$ cat config.mk
export PLATFORM = sky130hd
export DESIGN_NAME = gtb_timer
export DESIGN_NICKNAME = d
export VERILOG_FILES = /design/src/shared/gtb_pkg.sv /design/src/core/gtb_timer.sv
export SDC_FILE = /design/constraint.sdc
export NUM_CORES = 1
export LEC_CHECK = 0
export BUFFER_PORTS_ARGS = -buffer_cell sky130_fd_sc_hd__buf_2
export CORE_MARGIN = 5
export CORE_UTILIZATION = 60
export CTS_CLUSTER_DIAMETER = 100
export DETAILED_ROUTE_END_ITERATION = 6
export PLACE_DENSITY_LB_ADDON = 0.2
export SLEW_MARGIN = 20
export SYNTH_ARGS = -nofsm -noshare
export SYNTH_HDL_FRONTEND = slang
export SYNTH_SLANG_ARGS = --single-unit
$ cat constraint.sdc
create_clock -name sys_clk_i -period 7.5 [get_ports sys_clk_i]
set_input_delay 0.75 -clock sys_clk_i [delete_from_list [all_inputs] [get_ports sys_clk_i]]
set_output_delay 0.75 -clock sys_clk_i [all_outputs]
set_load 0.02 [all_outputs]
$ cat src/shared/gtb_pkg.sv
`default_nettype none
package gtb_pkg;
  // ==========================================================
  // Counting methods and trigger sources
  // ==========================================================
  typedef enum logic [1:0] {
    GTB_M_UP16   = 2'b00,
    GTB_M_UPDN16 = 2'b01,
    GTB_M_SPLIT8 = 2'b10,
    GTB_M_CASC8  = 2'b11
  } gtb_method_t;

  typedef enum logic [1:0] {
    GTB_T_ALWAYS = 2'b00,
    GTB_T_CMP    = 2'b01,
    GTB_T_OPAMP  = 2'b10,
    GTB_T_CAPT   = 2'b11
  } gtb_trig_t;

  // ==========================================================
  // Divider terminal counts, ratio minus one per field code
  // ==========================================================
  localparam int          GTB_DIV_W     = 4;
  localparam logic [3:0]  GTB_DIV_LAST0 = 4'h1;
  localparam logic [3:0]  GTB_DIV_LAST1 = 4'h3;
  localparam logic [3:0]  GTB_DIV_LAST2 = 4'h7;
  localparam logic [3:0]  GTB_DIV_LAST3 = 4'hF;

  // ==========================================================
  // Field positions of the clock control word and reset values
  // ==========================================================
  localparam int          GTB_CKEN_BIT  = 6;
  localparam int          GTB_CKDIV_HI  = 5;
  localparam int          GTB_CKDIV_LO  = 4;
  localparam int          GTB_MODE_HI   = 3;
  localparam int          GTB_MODE_LO   = 2;
  localparam logic [15:0] GTB_CNT_RST   = 16'h0000;
  localparam logic [7:0]  GTB_BYTE_MAX  = 8'hFF;
  localparam logic [3:0]  GTB_DIV_RST   = 4'h0;
endpackage : gtb_pkg
`default_nettype wire

$ cat src/core/gtb_timer.sv
`timescale 1ns/1ps
`default_nettype none
module gtb_timer
  import gtb_pkg::*;
(
  // Clock, reset, freeze
  input  wire logic        sys_clk_i,
  input  wire logic        nrst_i,
  input  wire logic        ce_i,
  // Clock control word bits
  input  wire logic [6:4]  clock_ctrl_i,
  // Timer control
  input  wire logic        timer_run_enable_i,
  input  wire logic        count_clear_wr_i,
  input  wire logic [1:0]  trigger_source_select_i,
  input  wire logic [3:2]  counting_method_select_i,
  input  wire logic [15:0] overflow_compare_value_i,
  input  wire logic [15:0] second_compare_value_i,
  input  wire logic [15:0] third_compare_value_i,
  // Interrupt control
  input  wire logic        timer_irq_enable_i,
  input  wire logic        global_irq_enable_i,
  input  wire logic        flag_clear_i,
  // Trigger sources from outside this clock domain
  input  wire logic        comparator_output_i,
  input  wire logic        opamp_digital_output_i,
  input  wire logic        capture_timer_output_i,
  // Status
  output logic [15:0]      timer_count_value_o,
  output logic             count_clear_bit_o,
  output logic             timer_overflow_flag_o,
  output logic             timer_irq_o,
  output logic             divided_count_clock_o,
  output logic             count_down_o,
  output logic             second_match_o,
  output logic             third_match_o
);

  // ==========================================================
  // Trigger synchronisers
  // ==========================================================
  logic [2:0] trig_meta;
  logic [2:0] trig_sync;

  always_ff @(posedge sys_clk_i or negedge nrst_i) begin
    if (!nrst_i) begin
      trig_meta <= 3'h0;
      trig_sync <= 3'h0;
    end else if (ce_i) begin
      trig_meta <= {capture_timer_output_i, opamp_digital_output_i,
                    comparator_output_i};
      trig_sync <= trig_meta;
    end
  end

  // ==========================================================
  // Count clock divider
  // ==========================================================
  function automatic logic [3:0] div_last(input logic [1:0] sel);
    case (sel)
      2'b00:   div_last = GTB_DIV_LAST0;
      2'b01:   div_last = GTB_DIV_LAST1;
      2'b10:   div_last = GTB_DIV_LAST2;
      default: div_last = GTB_DIV_LAST3;
    endcase
  endfunction : div_last

  logic                 clk_en;
  logic [1:0]           div_sel;
  logic [GTB_DIV_W-1:0] div_cnt;
  logic [GTB_DIV_W-1:0] next_div_cnt;
  logic                 div_tick;
  logic                 next_div_clk;

  assign clk_en  = clock_ctrl_i[GTB_CKEN_BIT];
  assign div_sel = clock_ctrl_i[GTB_CKDIV_HI:GTB_CKDIV_LO];

  always_comb begin
    div_tick     = 1'b0;
    next_div_cnt = div_cnt;
    next_div_clk = divided_count_clock_o;
    if (!clk_en) begin
      next_div_cnt = GTB_DIV_RST;
      next_div_clk = 1'b0;
    end else if (div_cnt >= div_last(div_sel)) begin
      div_tick     = 1'b1;
      next_div_cnt = GTB_DIV_RST;
      next_div_clk = 1'b1;
    end else begin
      next_div_cnt = div_cnt + 4'h1;
      if (div_cnt == (div_last(div_sel) >> 1))
        next_div_clk = 1'b0;
    end
  end

  always_ff @(posedge sys_clk_i or negedge nrst_i) begin
    if (!nrst_i) begin
      div_cnt               <= GTB_DIV_RST;
      divided_count_clock_o <= 1'b0;
    end else if (ce_i) begin
      div_cnt               <= next_div_cnt;
      divided_count_clock_o <= next_div_clk;
    end
  end

  // ==========================================================
  // Trigger gate
  // ==========================================================
  logic gate;
  logic step;

  always_comb begin
    case (gtb_trig_t'(trigger_source_select_i))
      GTB_T_ALWAYS: gate = 1'b1;
      GTB_T_CMP:    gate = trig_sync[0];
      GTB_T_OPAMP:  gate = trig_sync[1];
      GTB_T_CAPT:   gate = trig_sync[2];
      default:      gate = 1'b0;
    endcase
  end

  // Ticks only advance the counter while the timer runs.
  assign step = div_tick && gate && timer_run_enable_i;

  // ==========================================================
  // Counter, direction, clear and flag
  // ==========================================================
  gtb_method_t method;
  logic [7:0]  cmp_lo;
  logic [7:0]  cmp_hi;
  logic [7:0]  cnt_lo;
  logic [7:0]  cnt_hi;
  logic [15:0] next_count;
  logic        next_down;
  logic        next_clear;
  logic        next_flag;
  logic        next_irq;
  logic        ovf_event;

  assign method = gtb_method_t'(counting_method_select_i);
  assign cmp_lo = overflow_compare_value_i[7:0];
  assign cmp_hi = overflow_compare_value_i[15:8];
  assign cnt_lo = timer_count_value_o[7:0];
  assign cnt_hi = timer_count_value_o[15:8];

  always_comb begin
    next_count = timer_count_value_o;
    next_down  = count_down_o;
    ovf_event  = 1'b0;
    if (method != GTB_M_UPDN16)
      next_down = 1'b0;
    if (step) begin
      case (method)
        GTB_M_UP16: begin
          // A compare value lowered below the count still wraps.
          if (timer_count_value_o >= overflow_compare_value_i) begin
            next_count = GTB_CNT_RST;
            ovf_event  = 1'b1;
          end else begin
            next_count = timer_count_value_o + 16'h0001;
          end
        end
        GTB_M_UPDN16: begin
          if (count_down_o) begin
            if (timer_count_value_o <= 16'h0001) begin
              next_count = GTB_CNT_RST;
              next_down  = 1'b0;
              ovf_event  = 1'b1;
            end else begin
              next_count = timer_count_value_o - 16'h0001;
            end
          end else if (timer_count_value_o >= overflow_compare_value_i) begin
            if (timer_count_value_o == GTB_CNT_RST) begin
              ovf_event = 1'b1;
            end else begin
              next_count = timer_count_value_o - 16'h0001;
              next_down  = 1'b1;
            end
          end else begin
            next_count = timer_count_value_o + 16'h0001;
          end
        end
        GTB_M_SPLIT8: begin
          if (cnt_hi >= cmp_hi)
            next_count[15:8] = 8'h00;
          else
            next_count[15:8] = cnt_hi + 8'h01;
          if (cnt_lo >= cmp_lo) begin
            next_count[7:0] = 8'h00;
            ovf_event       = 1'b1;
          end else begin
            next_count[7:0] = cnt_lo + 8'h01;
          end
        end
        GTB_M_CASC8: begin
          if (cnt_lo >= cmp_lo) begin
            next_count[7:0]  = 8'h00;
            next_count[15:8] = cnt_hi + 8'h01;
            ovf_event        = 1'b1;
          end else begin
            next_count[7:0] = cnt_lo + 8'h01;
          end
        end
        default: next_count = timer_count_value_o;
      endcase
    end
    // The clear bit is held one cycle, so the zeroing wins over counting.
    next_clear = count_clear_wr_i;
    if (count_clear_bit_o) begin
      next_count = GTB_CNT_RST;
      next_down  = 1'b0;
      next_clear = count_clear_wr_i && !count_clear_bit_o;
    end
    // An overflow in the clearing cycle is kept: set beats clear.
    next_flag = ovf_event || (timer_overflow_flag_o && !flag_clear_i);
    next_irq  = next_flag && timer_irq_enable_i && global_irq_enable_i;
  end

  always_ff @(posedge sys_clk_i or negedge nrst_i) begin
    if (!nrst_i) begin
      timer_count_value_o   <= GTB_CNT_RST;
      count_down_o          <= 1'b0;
      count_clear_bit_o     <= 1'b0;
      timer_overflow_flag_o <= 1'b0;
      timer_irq_o           <= 1'b0;
    end else if (ce_i) begin
      timer_count_value_o   <= next_count;
      count_down_o          <= next_down;
      count_clear_bit_o     <= next_clear;
      timer_overflow_flag_o <= next_flag;
      timer_irq_o           <= next_irq;
    end
  end

  // ==========================================================
  // Further compare values
  // ==========================================================
  always_ff @(posedge sys_clk_i or negedge nrst_i) begin
    if (!nrst_i) begin
      second_match_o <= 1'b0;
      third_match_o  <= 1'b0;
    end else if (ce_i) begin
      second_match_o <= (next_count == second_compare_value_i);
      third_match_o  <= (next_count == third_compare_value_i);
    end
  end
endmodule : gtb_timer
`default_nettype wire

==> impl_results.md, run 1 <==
* Status: finished, violations left
* Failing checks: design-rule violations
* Post-Syn Nets at 775
* Largest fanout on the critical path at 16
* CP Cell Sequence: ha_1 -> a21oi_1 -> o21ai_1 -> nor2_1 -> nand3_1 -> a311o_1 -> o2bb2ai_1 -> xnor2_1 -> o2111ai_1 -> or4_1 -> o32ai_1
* HPWL Detailed at 15720 µm
* Crit-path leading delay family: compound AO/OA/AOI/OAI gates
* Die area at 10460 µm²
* Resize count post-CTS at 0
* Post-synth EDFFs at 0
* Post-DR wirelength/cell at 24.32 µm
* Final Cycle Share at 63.75%
* Hold Path Class: reg2reg
* Drt pass-1 iters at 7
* Core area at 8258 µm²
* Critical Path End Type: flop
* Initial antenna violation count at 0
* Vias in the first global route at 5985
* Setup Skew at 0.01785 ns
* Tmin final at around 4.8 ns
* Final setup fails at 0
* First-pass GRT wire length at between 30000 and 40000 µm
* Fin nets at 840
* Layout cells sized above 1 at 19.95%
* Number of diodes at 0
* Clock Latency Late Sink at 0.31 ns
* Largest net degree at the start of global routing at 51
* I/O Buffers at 88
* Initial DRC count at 1157
* WS Path Type: reg2reg
* Clk sinks at 33
* Reg2reg setup slack at 2.72 ns
* Seq cells post-synth at 33
* Critical path's slowest cell: dfrtp_1
* Layout Area Growth over Synthesis at 9.427%
* DRC Markers at 22
* Peak Freq at 0.2091 GHz
* DR vias/cell at 7.388
* Overflow after GRT at 0
* PwrDens at 149.7 nW/µm²
* Max-slew headroom at 41.62%
* Mapped Area at 5110 µm²
* Critical path startpoint category: flop
* Routability cong. at 1.094
* Rows at 33
* Crit path largest cell delay at 0.70 ns
* ANT nets after route at 0
* Max Buffers Root-to-Sink at 2
* Count leader, synth: nand2_1
* CTS HTree Levels at 2
* Arr. time, crit path at approximately 5.0 ns
* Yosys top cell area share at 16.16%
* Die span in x at between 100 and 150 µm
* CTS clk-pin slew, worst paths at 0.10 ns
* Commonest cells in the netlist: 66 x nand2_1, 57 x nor2_1, 40 x inv_1
* Final hold vios at 0
* Root Buffer Master: clkbuf_8
* YS warnings at 0
* Peak VDD IR at 0.1344 mV
* Post-synth ARST share at 100.0%
* Die H at 102.3 µm
* Hold bufs inserted after CTS at 0
* RSZ-0062 raised after global routing: no
* Initial Util at 61.88%
* Synth Area per Inst at 7.504 µm²
* Synth Instances at 681
* Leak at 2.351 nW
* Slew Limit Fails at 0
* Setup TNS at 0 ns
* Total Power at about 0.84 mW
* Io pins at 89
* WP buf/inv at 0
* Post-CTS setup buffers at 0
* Cts bufs inserted at 5
* Largest cells by area after synthesis: dfrtp_1 16%, ha_1 6.9%, nand2_1 4.8%, nor2_1 4.2%, a21oi_1 3.8%
* TritonCTS clock tree: built
* Worst-margin pin slew at between 0.8 and 0.9 ns
* Routed WL at around 21000 µm
* Gr usage total at just under 40%
* Total number of vias at 6295
* Area leader, netlist: dfrtp_1
* Max-Cap Viols at 0
* Register area share after synthesis at 16.16%
* Worst path required time at 7.72 ns
* Netlist cell types at just under 100
* Main synth FF type: dfrtp_1
## cell families after synthesis
group / Yosys count / share of synthesized area, %
buffers and inverters: 77 / 8.349
muxes: 17 / 3.551
DFF: 33 / 16.16
adders and majority gates: 28 / 6.856
xor gates and xnor gates: 24 / 4.114
AOI/OAI and AO/OA: 203 / 29.85
and+or+nand+nor: 299 / 31.12
## sequential cells by signal, indices dropped and copies added (netlist names), 3 cells and up
register,count
trig_meta,3
div_cnt,4
timer_count_value_o,16
trig_sync,3
## final timing paths
check / startpoint / end / cells past startpoint
max: timer_count_value_o[15] / second_match_o / 11
min: trig_meta[1] / trig_meta[1] / 1
max reg2reg: timer_count_value_o[15] / second_match_o / 11
min reg2reg: trig_meta[1] / trig_meta[1] / 1
max in group asynchronous: nrst_i / timer_count_value_o[3] / 1
min in group asynchronous: nrst_i / second_match_o / 1
## power breakdown
part	internal (mW)	switching, mW	total [mW]
Sequential	0.194	0.0459	0.240
Combinational	0.133	0.245	0.378
Clock	0.134	0.0845	0.219
Total	0.461	0.376	0.837
## final cells by class
cell class | instances | area (µm²)
Clock inverter | 3 | 68.82
Timing Repair Buffer | 94 | 485.5
Inverter | 41 | 153.9
Fill cell | 726 | 2666
Sequential cell | 33 | 825.8
Tap cell | 105 | 131.4
Multi-Input combinational cell | 571 | 3857
Clock buffer | 5 | 68.82
## cell usage in the layout (no fill, tap or decap), types with 5 or more instances in the layout
master      n
clkbuf_8    5
mux2i_1     8
or3_1       6
and3_1     11
o21a_1      6
dfrtp_1    33
xnor2_1    17
nor2_1     57
nor2b_1     6
o2111ai_1   5
xor2_1      7
a211oi_1    5
a311oi_1    5
ha_1       28
a21oi_1    39
nand3_1    35
nor3_1     26
o32ai_1     5
a31oi_1    15
nand2b_1    9
o31ai_1    10
inv_1      40
mux2_2      9
buf_4       6
and2_1     10
nand2_1    66
buf_2      88
o21ai_1     6
nand4_1    18
or4_1      11
nor4_1     12
a22o_1      7
o21ai_0    25
## through the flow
step	std cells	hold slack (ns)	utilization, %	setup WS [ns]	cell area, µm²
after floorplan	681	0.4544	-	3.583	5110
after global placement	844	0.4840	66.05	2.943	5454
after detailed placement	844	0.4903	66.05	2.804	5454
after CTS	852	0.5087	67.71	2.956	5592
after global routing	852	0.5306	67.71	2.549	5592
final	852	0.5072	67.71	2.719	5592
## per-layer routing
layer  track usage, %  wire, µm
met5                0         0
met2            60.47      8732
met4            14.53      1037
met1            52.88      7607
met3            11.26      3343
Power figures use the tool's default switching activity.
==> inputs of run 2 (changes only) <==
CORE_UTILIZATION = 53   (was 60)
clock period = 4.15 ns   (was 7.5 ns; I/O delays follow)
==> run 2 against run 1 <==
Cell area rose by 7.8%. Register-to-register slack got worse by 2.6 ns. Core utilization fell by 3.1 points. Clock skew fell by 0.00096 ns. Sequential cell count did not move. Largest power group unchanged. Die area rose by 12%. Combinational power rose by 110%. First-iteration DRC count fell by 17%. The run now ends clean. Highest routed layer unchanged. Non-clock buffer count rose by 53. Via count rose by 3.4%. Maximum frequency rose by 18%.
==> impl_results.md, run 2 (synthesis results as in run 1) <==
* Worst reg2reg path depth at 11
* Rows at 35
* Fin nets at about 900
* Sequential share of power at roughly a quarter
* Status: finished, final reports clean
* PwrDens at approximately 250 nW/µm²
* Layout Area Growth over Synthesis at 17.92%
* Biggest register: timer_count_value_o
* Final Cycle Share at 97.36%
* Core area at 9328 µm²
* Placed cells at 921
* Psw at 0.7037 mW
* Clock Latency Late Sink at around 0.31 ns
* Final setup fails at 0
* Initial antenna violation count at 0
* Util after Layout at 64.60%
* DR vias/cell at ~7
* Die area at about 12000 µm²
* Peak VDD IR at 0.2483 mV
* WS Path Type: reg2reg
* Initial DRC count at 956
* Post-CTS setup buffers at 0
* Largest net degree at the start of global routing at 50
* ANT nets after route at 0
* Placed cell area at 5882 µm²
* Most frequent cells in the layout: 88 x buf_2, 66 x nand2_1, 59 x buf_4
* Critical path startpoint category: flop
* Critical Path End Type: flop
* Setup Skew at about 0.017 ns
* DRC Markers at 0
* Critical R2R Capture: third_match_o
* Root Buffer Master: clkbuf_8
* Reg2reg start: timer_count_value_o[13]
* Arr. time, crit path at 4.25 ns
* Max-Cap Viols at 0
* Max reg flops at 16
* Die span in x at between 100 and 150 µm
* Reg2reg setup slack at ~0.11 ns
* Max-slew headroom at 44.65%
* Largest fanout on the critical path at 12
* Routability cong. at 1.101
* Clk sinks at 33
* Cell internal pwr at 0.8270 mW
* Hold Path Class: in2async
* Number of diodes at 0
* Overflow after GRT at 0
* Vias in the first global route at 6258
* Routed WL at 22530 µm
* Slew Limit Fails at 0
* Cts bufs inserted at 5
* Fin cells at 929
* Clock power frac at 22.0%
* Sw Share at 45.97%
* Total number of vias at 6509
* Final hold vios at 0
* First-pass GRT wire length at between 30000 and 40000 µm
* Initial Util at a little over half
* Io pins at 89
* CTS clk-pin slew, worst paths at 0.10 ns
* Commonest non-fill, non-tap cell in the layout: buf_2
* Resize count post-CTS at 0
* Layout cells sized above 1 at 25.87%
* Drt pass-1 iters at 7
* Gr usage total at about two fifths
* Worst path required time at 4.36 ns
* Tmin final at about 4.0 ns
* Worst-margin pin slew at between 0.8 and 0.9 ns
* Die H at around 110 µm
* Top flop regs: timer_count_value_o: 16 flops, div_cnt: 4 flops
* I/O Buffers at 88
* Post-DR wirelength/cell at 24.25 µm
* Hold bufs inserted after CTS at 0
* TritonCTS clock tree: built
* Share of power burned in combinational logic at 52.8%
* CTS HTree Levels at 2
* Final instance area at 6026 µm²
* Leak at roughly 2.6 nW
* Max Buffers Root-to-Sink at 2
* Peak Freq at 0.2475 GHz
* HPWL Detailed at 17760 µm
[run 2: changes by cell type in the layout (fill, tap and decap cells not counted), sizes merged]
cell      change
clkinv        +1
inv           -1
clkinvlp      +1
buf          +53
bufinv        -1
[run 2: area by class of cell]
cell class	count	area, µm²
Multi-Input combinational cell	571	3886
Fill cell	870	3302
Timing Repair Buffer	147	883.3
Sequential cell	33	825.8
Tap cell	129	161.4
Inverter	41	153.9
Clock buffer	5	68.82
Clock inverter	3	46.29
[run 2: power by group through the flow]
stage / Clock, mW / Combinational, mW / Sequential, mW
2_1_floorplan: 0 / 0.456 / 0.412
3_3_place_gp: 0 / 0.757 / 0.387
3_5_place_dp: 0 / 0.770 / 0.390
4_1_cts: 0.334 / 0.775 / 0.384
5_1_grt: 0.350 / 0.859 / 0.389
6_report: 0.337 / 0.809 / 0.385
[run 2: layer usage]
layer,wire length (µm),track usage (%),vias up
met5,0,0,-
met4,1331,19.66,0
met3,3026,9.552,116
met2,9994,59.90,566
met1,8174,48.55,3000
li1,-,-,2827
[run 2: per-stage QoR]
step | total power [mW] | TNS, ns | hold WS [ns] | worst slack [ns]
detailed placement | 1.161 | 0 | 0.4984 | 0.1186
global placement | 1.144 | 0 | 0.4847 | 0.1744
CTS | 1.493 | 0 | 0.2080 | 0.2129
finish | 1.531 | 0 | 0.1902 | 0.1097
global route | 1.598 | -0.004067 | 0.2462 | -0.004067
floorplan | 0.8680 | 0 | 0.1194 | 0.2940
[run 2: how the worst max path moves through the flow]
stage | endpoint | cells past startpoint | startpoint | slack (ns)
floorplan | third_match_o | 13 | timer_count_value_o[8] | 0.29
global placement | second_match_o | 14 | overflow_compare_value_i[15] | 0.17
detailed placement | second_match_o | 13 | overflow_compare_value_i[15] | 0.12
CTS | second_match_o | 11 | timer_count_value_o[15] | 0.21
global route | third_match_o | 13 | timer_count_value_o[5] | -0.004
finish | third_match_o | 11 | timer_count_value_o[13] | 0.11
[run 2: worst max-delay path: stages, from the launching register on]
cell and delay [ns]:
dfrtp_1 0.42, buf_4 0.22, nor4_1 0.58, and4_1 0.36, nand3_1 0.33, o311a_1 0.41
a311oi_1 0.34, buf_4 0.19, xnor2_1 0.14, o211ai_1 0.17, or4b_1 0.51, o32ai_2 0.26
==> inputs of run 3 (changes only) <==
CTS_CLUSTER_DIAMETER = 120   (was 100)
REMOVE_ABC_BUFFERS = 1   (was unset)
==> run 3 against run 2 <==
Register-to-register slack improved by 0.12 ns. Critical endpoint unchanged. Cell area rose by 0.19%. Sequential cell count did not move. Clock-buffer cell count rose by 1. First-iteration DRC count rose by 2.6%. Clock skew fell by 0.0026 ns. Sequential share of layout area barely moved. Largest cell class unchanged. Routed wire length rose by 0.42%. Final cell count fell by 0.11%. Sequential power barely moved. Die area did not move.
==> impl_results.md, run 3 (synthesis results as in run 1) <==
* Die area at 11710 µm²
* Gr usage total at between 30% and 40%
* GR peak layer: met2
* Critical path startpoint category: flop
* Number of diodes at 0
* Total number of vias at around 6500
* Leak at 2.609 nW
* Peak Freq at between 0.2 and 0.3 GHz
* Hold_ws at between 0.15 and 0.2 ns
* GRT met2 Usage at 62.43%
* Max-Cap Viols at 0
* Crit path largest cell delay at about 0.63 ns
* Overflow after GRT at 0
* Initial antenna violation count at 1
* Post-DR wirelength/cell at between 20 and 25 µm
* Critical Path End Type: flop
* Drt pass-1 iters at 6
* Max-slew headroom at between 40% and 50%
* Layout Area Growth over Synthesis at 18.14%
* Core area at just over 9000 µm²
* Critical path's slowest cell: or4_1
* Most frequent cells in the layout: 88 x buf_2, 66 x nand2_1, 57 x nor2_1
* Die span in x at 108.2 µm
* Rows at 35
* HPWL Detailed at 17930 µm
* Status: finished, final reports clean
* Final hold vios at 0
* Initial Util at 54.78%
* Cts bufs inserted at 5
* Tmin final at 3.923 ns
* Max reg flops at 16
* Top flop regs: timer_count_value_o: 16 flops, div_cnt: 4 flops
* Setup TNS at 0 ns
* Commonest non-fill, non-tap cell in the layout: buf_2
* Post-CTS setup buffers at 0
* Largest fanout on the critical path at 7
* Slew Limit Fails at 0
* Routed WL at 22620 µm
* WS Path Type: reg2reg
* Global Route met1 Usage at between 40 and 50%
* Filler cells at 827
* Worst path required time at 4.37 ns
* DRC Markers at 0
* Root Buffer Master: clkbuf_8
* Final instance area at 6037 µm²
* TritonCTS clock tree: built
* Setup Skew at 0.01433 ns
* Worst-margin pin slew at 0.8131 ns
* Largest net degree at the start of global routing at 50
* Total Power at 1.536 mW
* Resize count post-CTS at 0
* Initial DRC count at 981
* Final Cycle Share at 94.52%
* Io pins at between 80 and 90
* PwrDens at roughly 250 nW/µm²
* Biggest register: timer_count_value_o
* Vias in the first global route at 6175
* Arr. time, crit path at just over 4 ns
* Layout cells sized above 1 at between 20% and 30%
* Routability cong. at about 1.0
* RSZ-0062 raised after global routing: no
* Hold bufs inserted after CTS at 0
* I/O Buffers at 88
* Clock Latency Late Sink at 0.30 ns
* Max Buffers Root-to-Sink at 2
* Peak VDD IR at 0.1838 mV
* First-pass GRT wire length at 34940 µm
* CP Cell Sequence: ha_1 -> a21oi_1 -> o21ai_1 -> a22o_1 -> or4_1 -> a221o_1 -> o311a_2 -> a2111oi_4 -> nand4_1 -> or4b_1 -> o32ai_2
* CTS HTree Levels at 2
* Hold Path Class: in2async
* CTS clk-pin slew, worst paths at 0.09 ns
* Placed cell area at 5899 µm²
* Die H at 108.2 µm
* Final setup fails at 0
* Clk sinks at 33
* DR vias/cell at about 7.0
* GRT met3 Usage at approximately a tenth
* ANT nets after route at 0
* Fin nets at 892
[run 3: worst paths after layout]
| check | start | end | slack [ns] | cells past startpoint |
|---|---|---|---|---|
| worst max-delay path | timer_count_value_o[5] | third_match_o | 0.23 | 11 |
| worst min-delay path | nrst_i | timer_count_value_o[12] | 0.18 | 1 |
| worst max register to register | timer_count_value_o[5] | third_match_o | 0.23 | 11 |
| worst min register to register | trig_meta[1] | trig_meta[1] | 0.52 | 1 |
| max in group asynchronous | nrst_i | timer_overflow_flag_o | 3.43 | 1 |
| min in group sys_clk_i | capture_timer_output_i | trig_meta[2] | 0.34 | 2 |
[run 3: per-layer routing]
layer,vias up,wire [µm]
met5,-,16
met3,103,2860
met2,564,10180
met1,2979,8501
met4,2,1064
li1,2831,-
[run 3: stage by stage]
step	setup slack, ns	std cells	utilization [%]
after floorplan	-0.1006	645	-
after global placement	0.1823	920	63.25
after detailed placement	0.03194	920	63.25
after CTS	0.1383	928	64.53
after global routing	0.01700	928	64.72
final	0.2274	928	64.72
[run 3: worst max-delay path, delay by kind of cell, from the launching register on]
kind	cells	cell delay, ns
and+or+nand+nor	3	1.30
AOI/OAI and AO/OA	7	1.81
adders and majority gates	1	0.34
DFF	1	0.41
[run 3: report_power, final]
part	switching, mW	total, mW	internal, mW
clock	0.154	0.350	0.196
sequential	0.0346	0.386	0.352
combinational	0.511	0.799	0.288
[run 3: cell type report]
cell class / instances / area, µm² / area share, %
clock buffers: 6 / 82.58 / 1.368
clock inverters: 2 / 37.54 / 0.6218
inverters: 41 / 153.9 / 2.549
multi-input cells: 571 / 3875 / 64.19
flip-flops and latches: 33 / 825.8 / 13.68
well taps: 129 / 161.4 / 2.674
repair buffers: 146 / 900.9 / 14.92
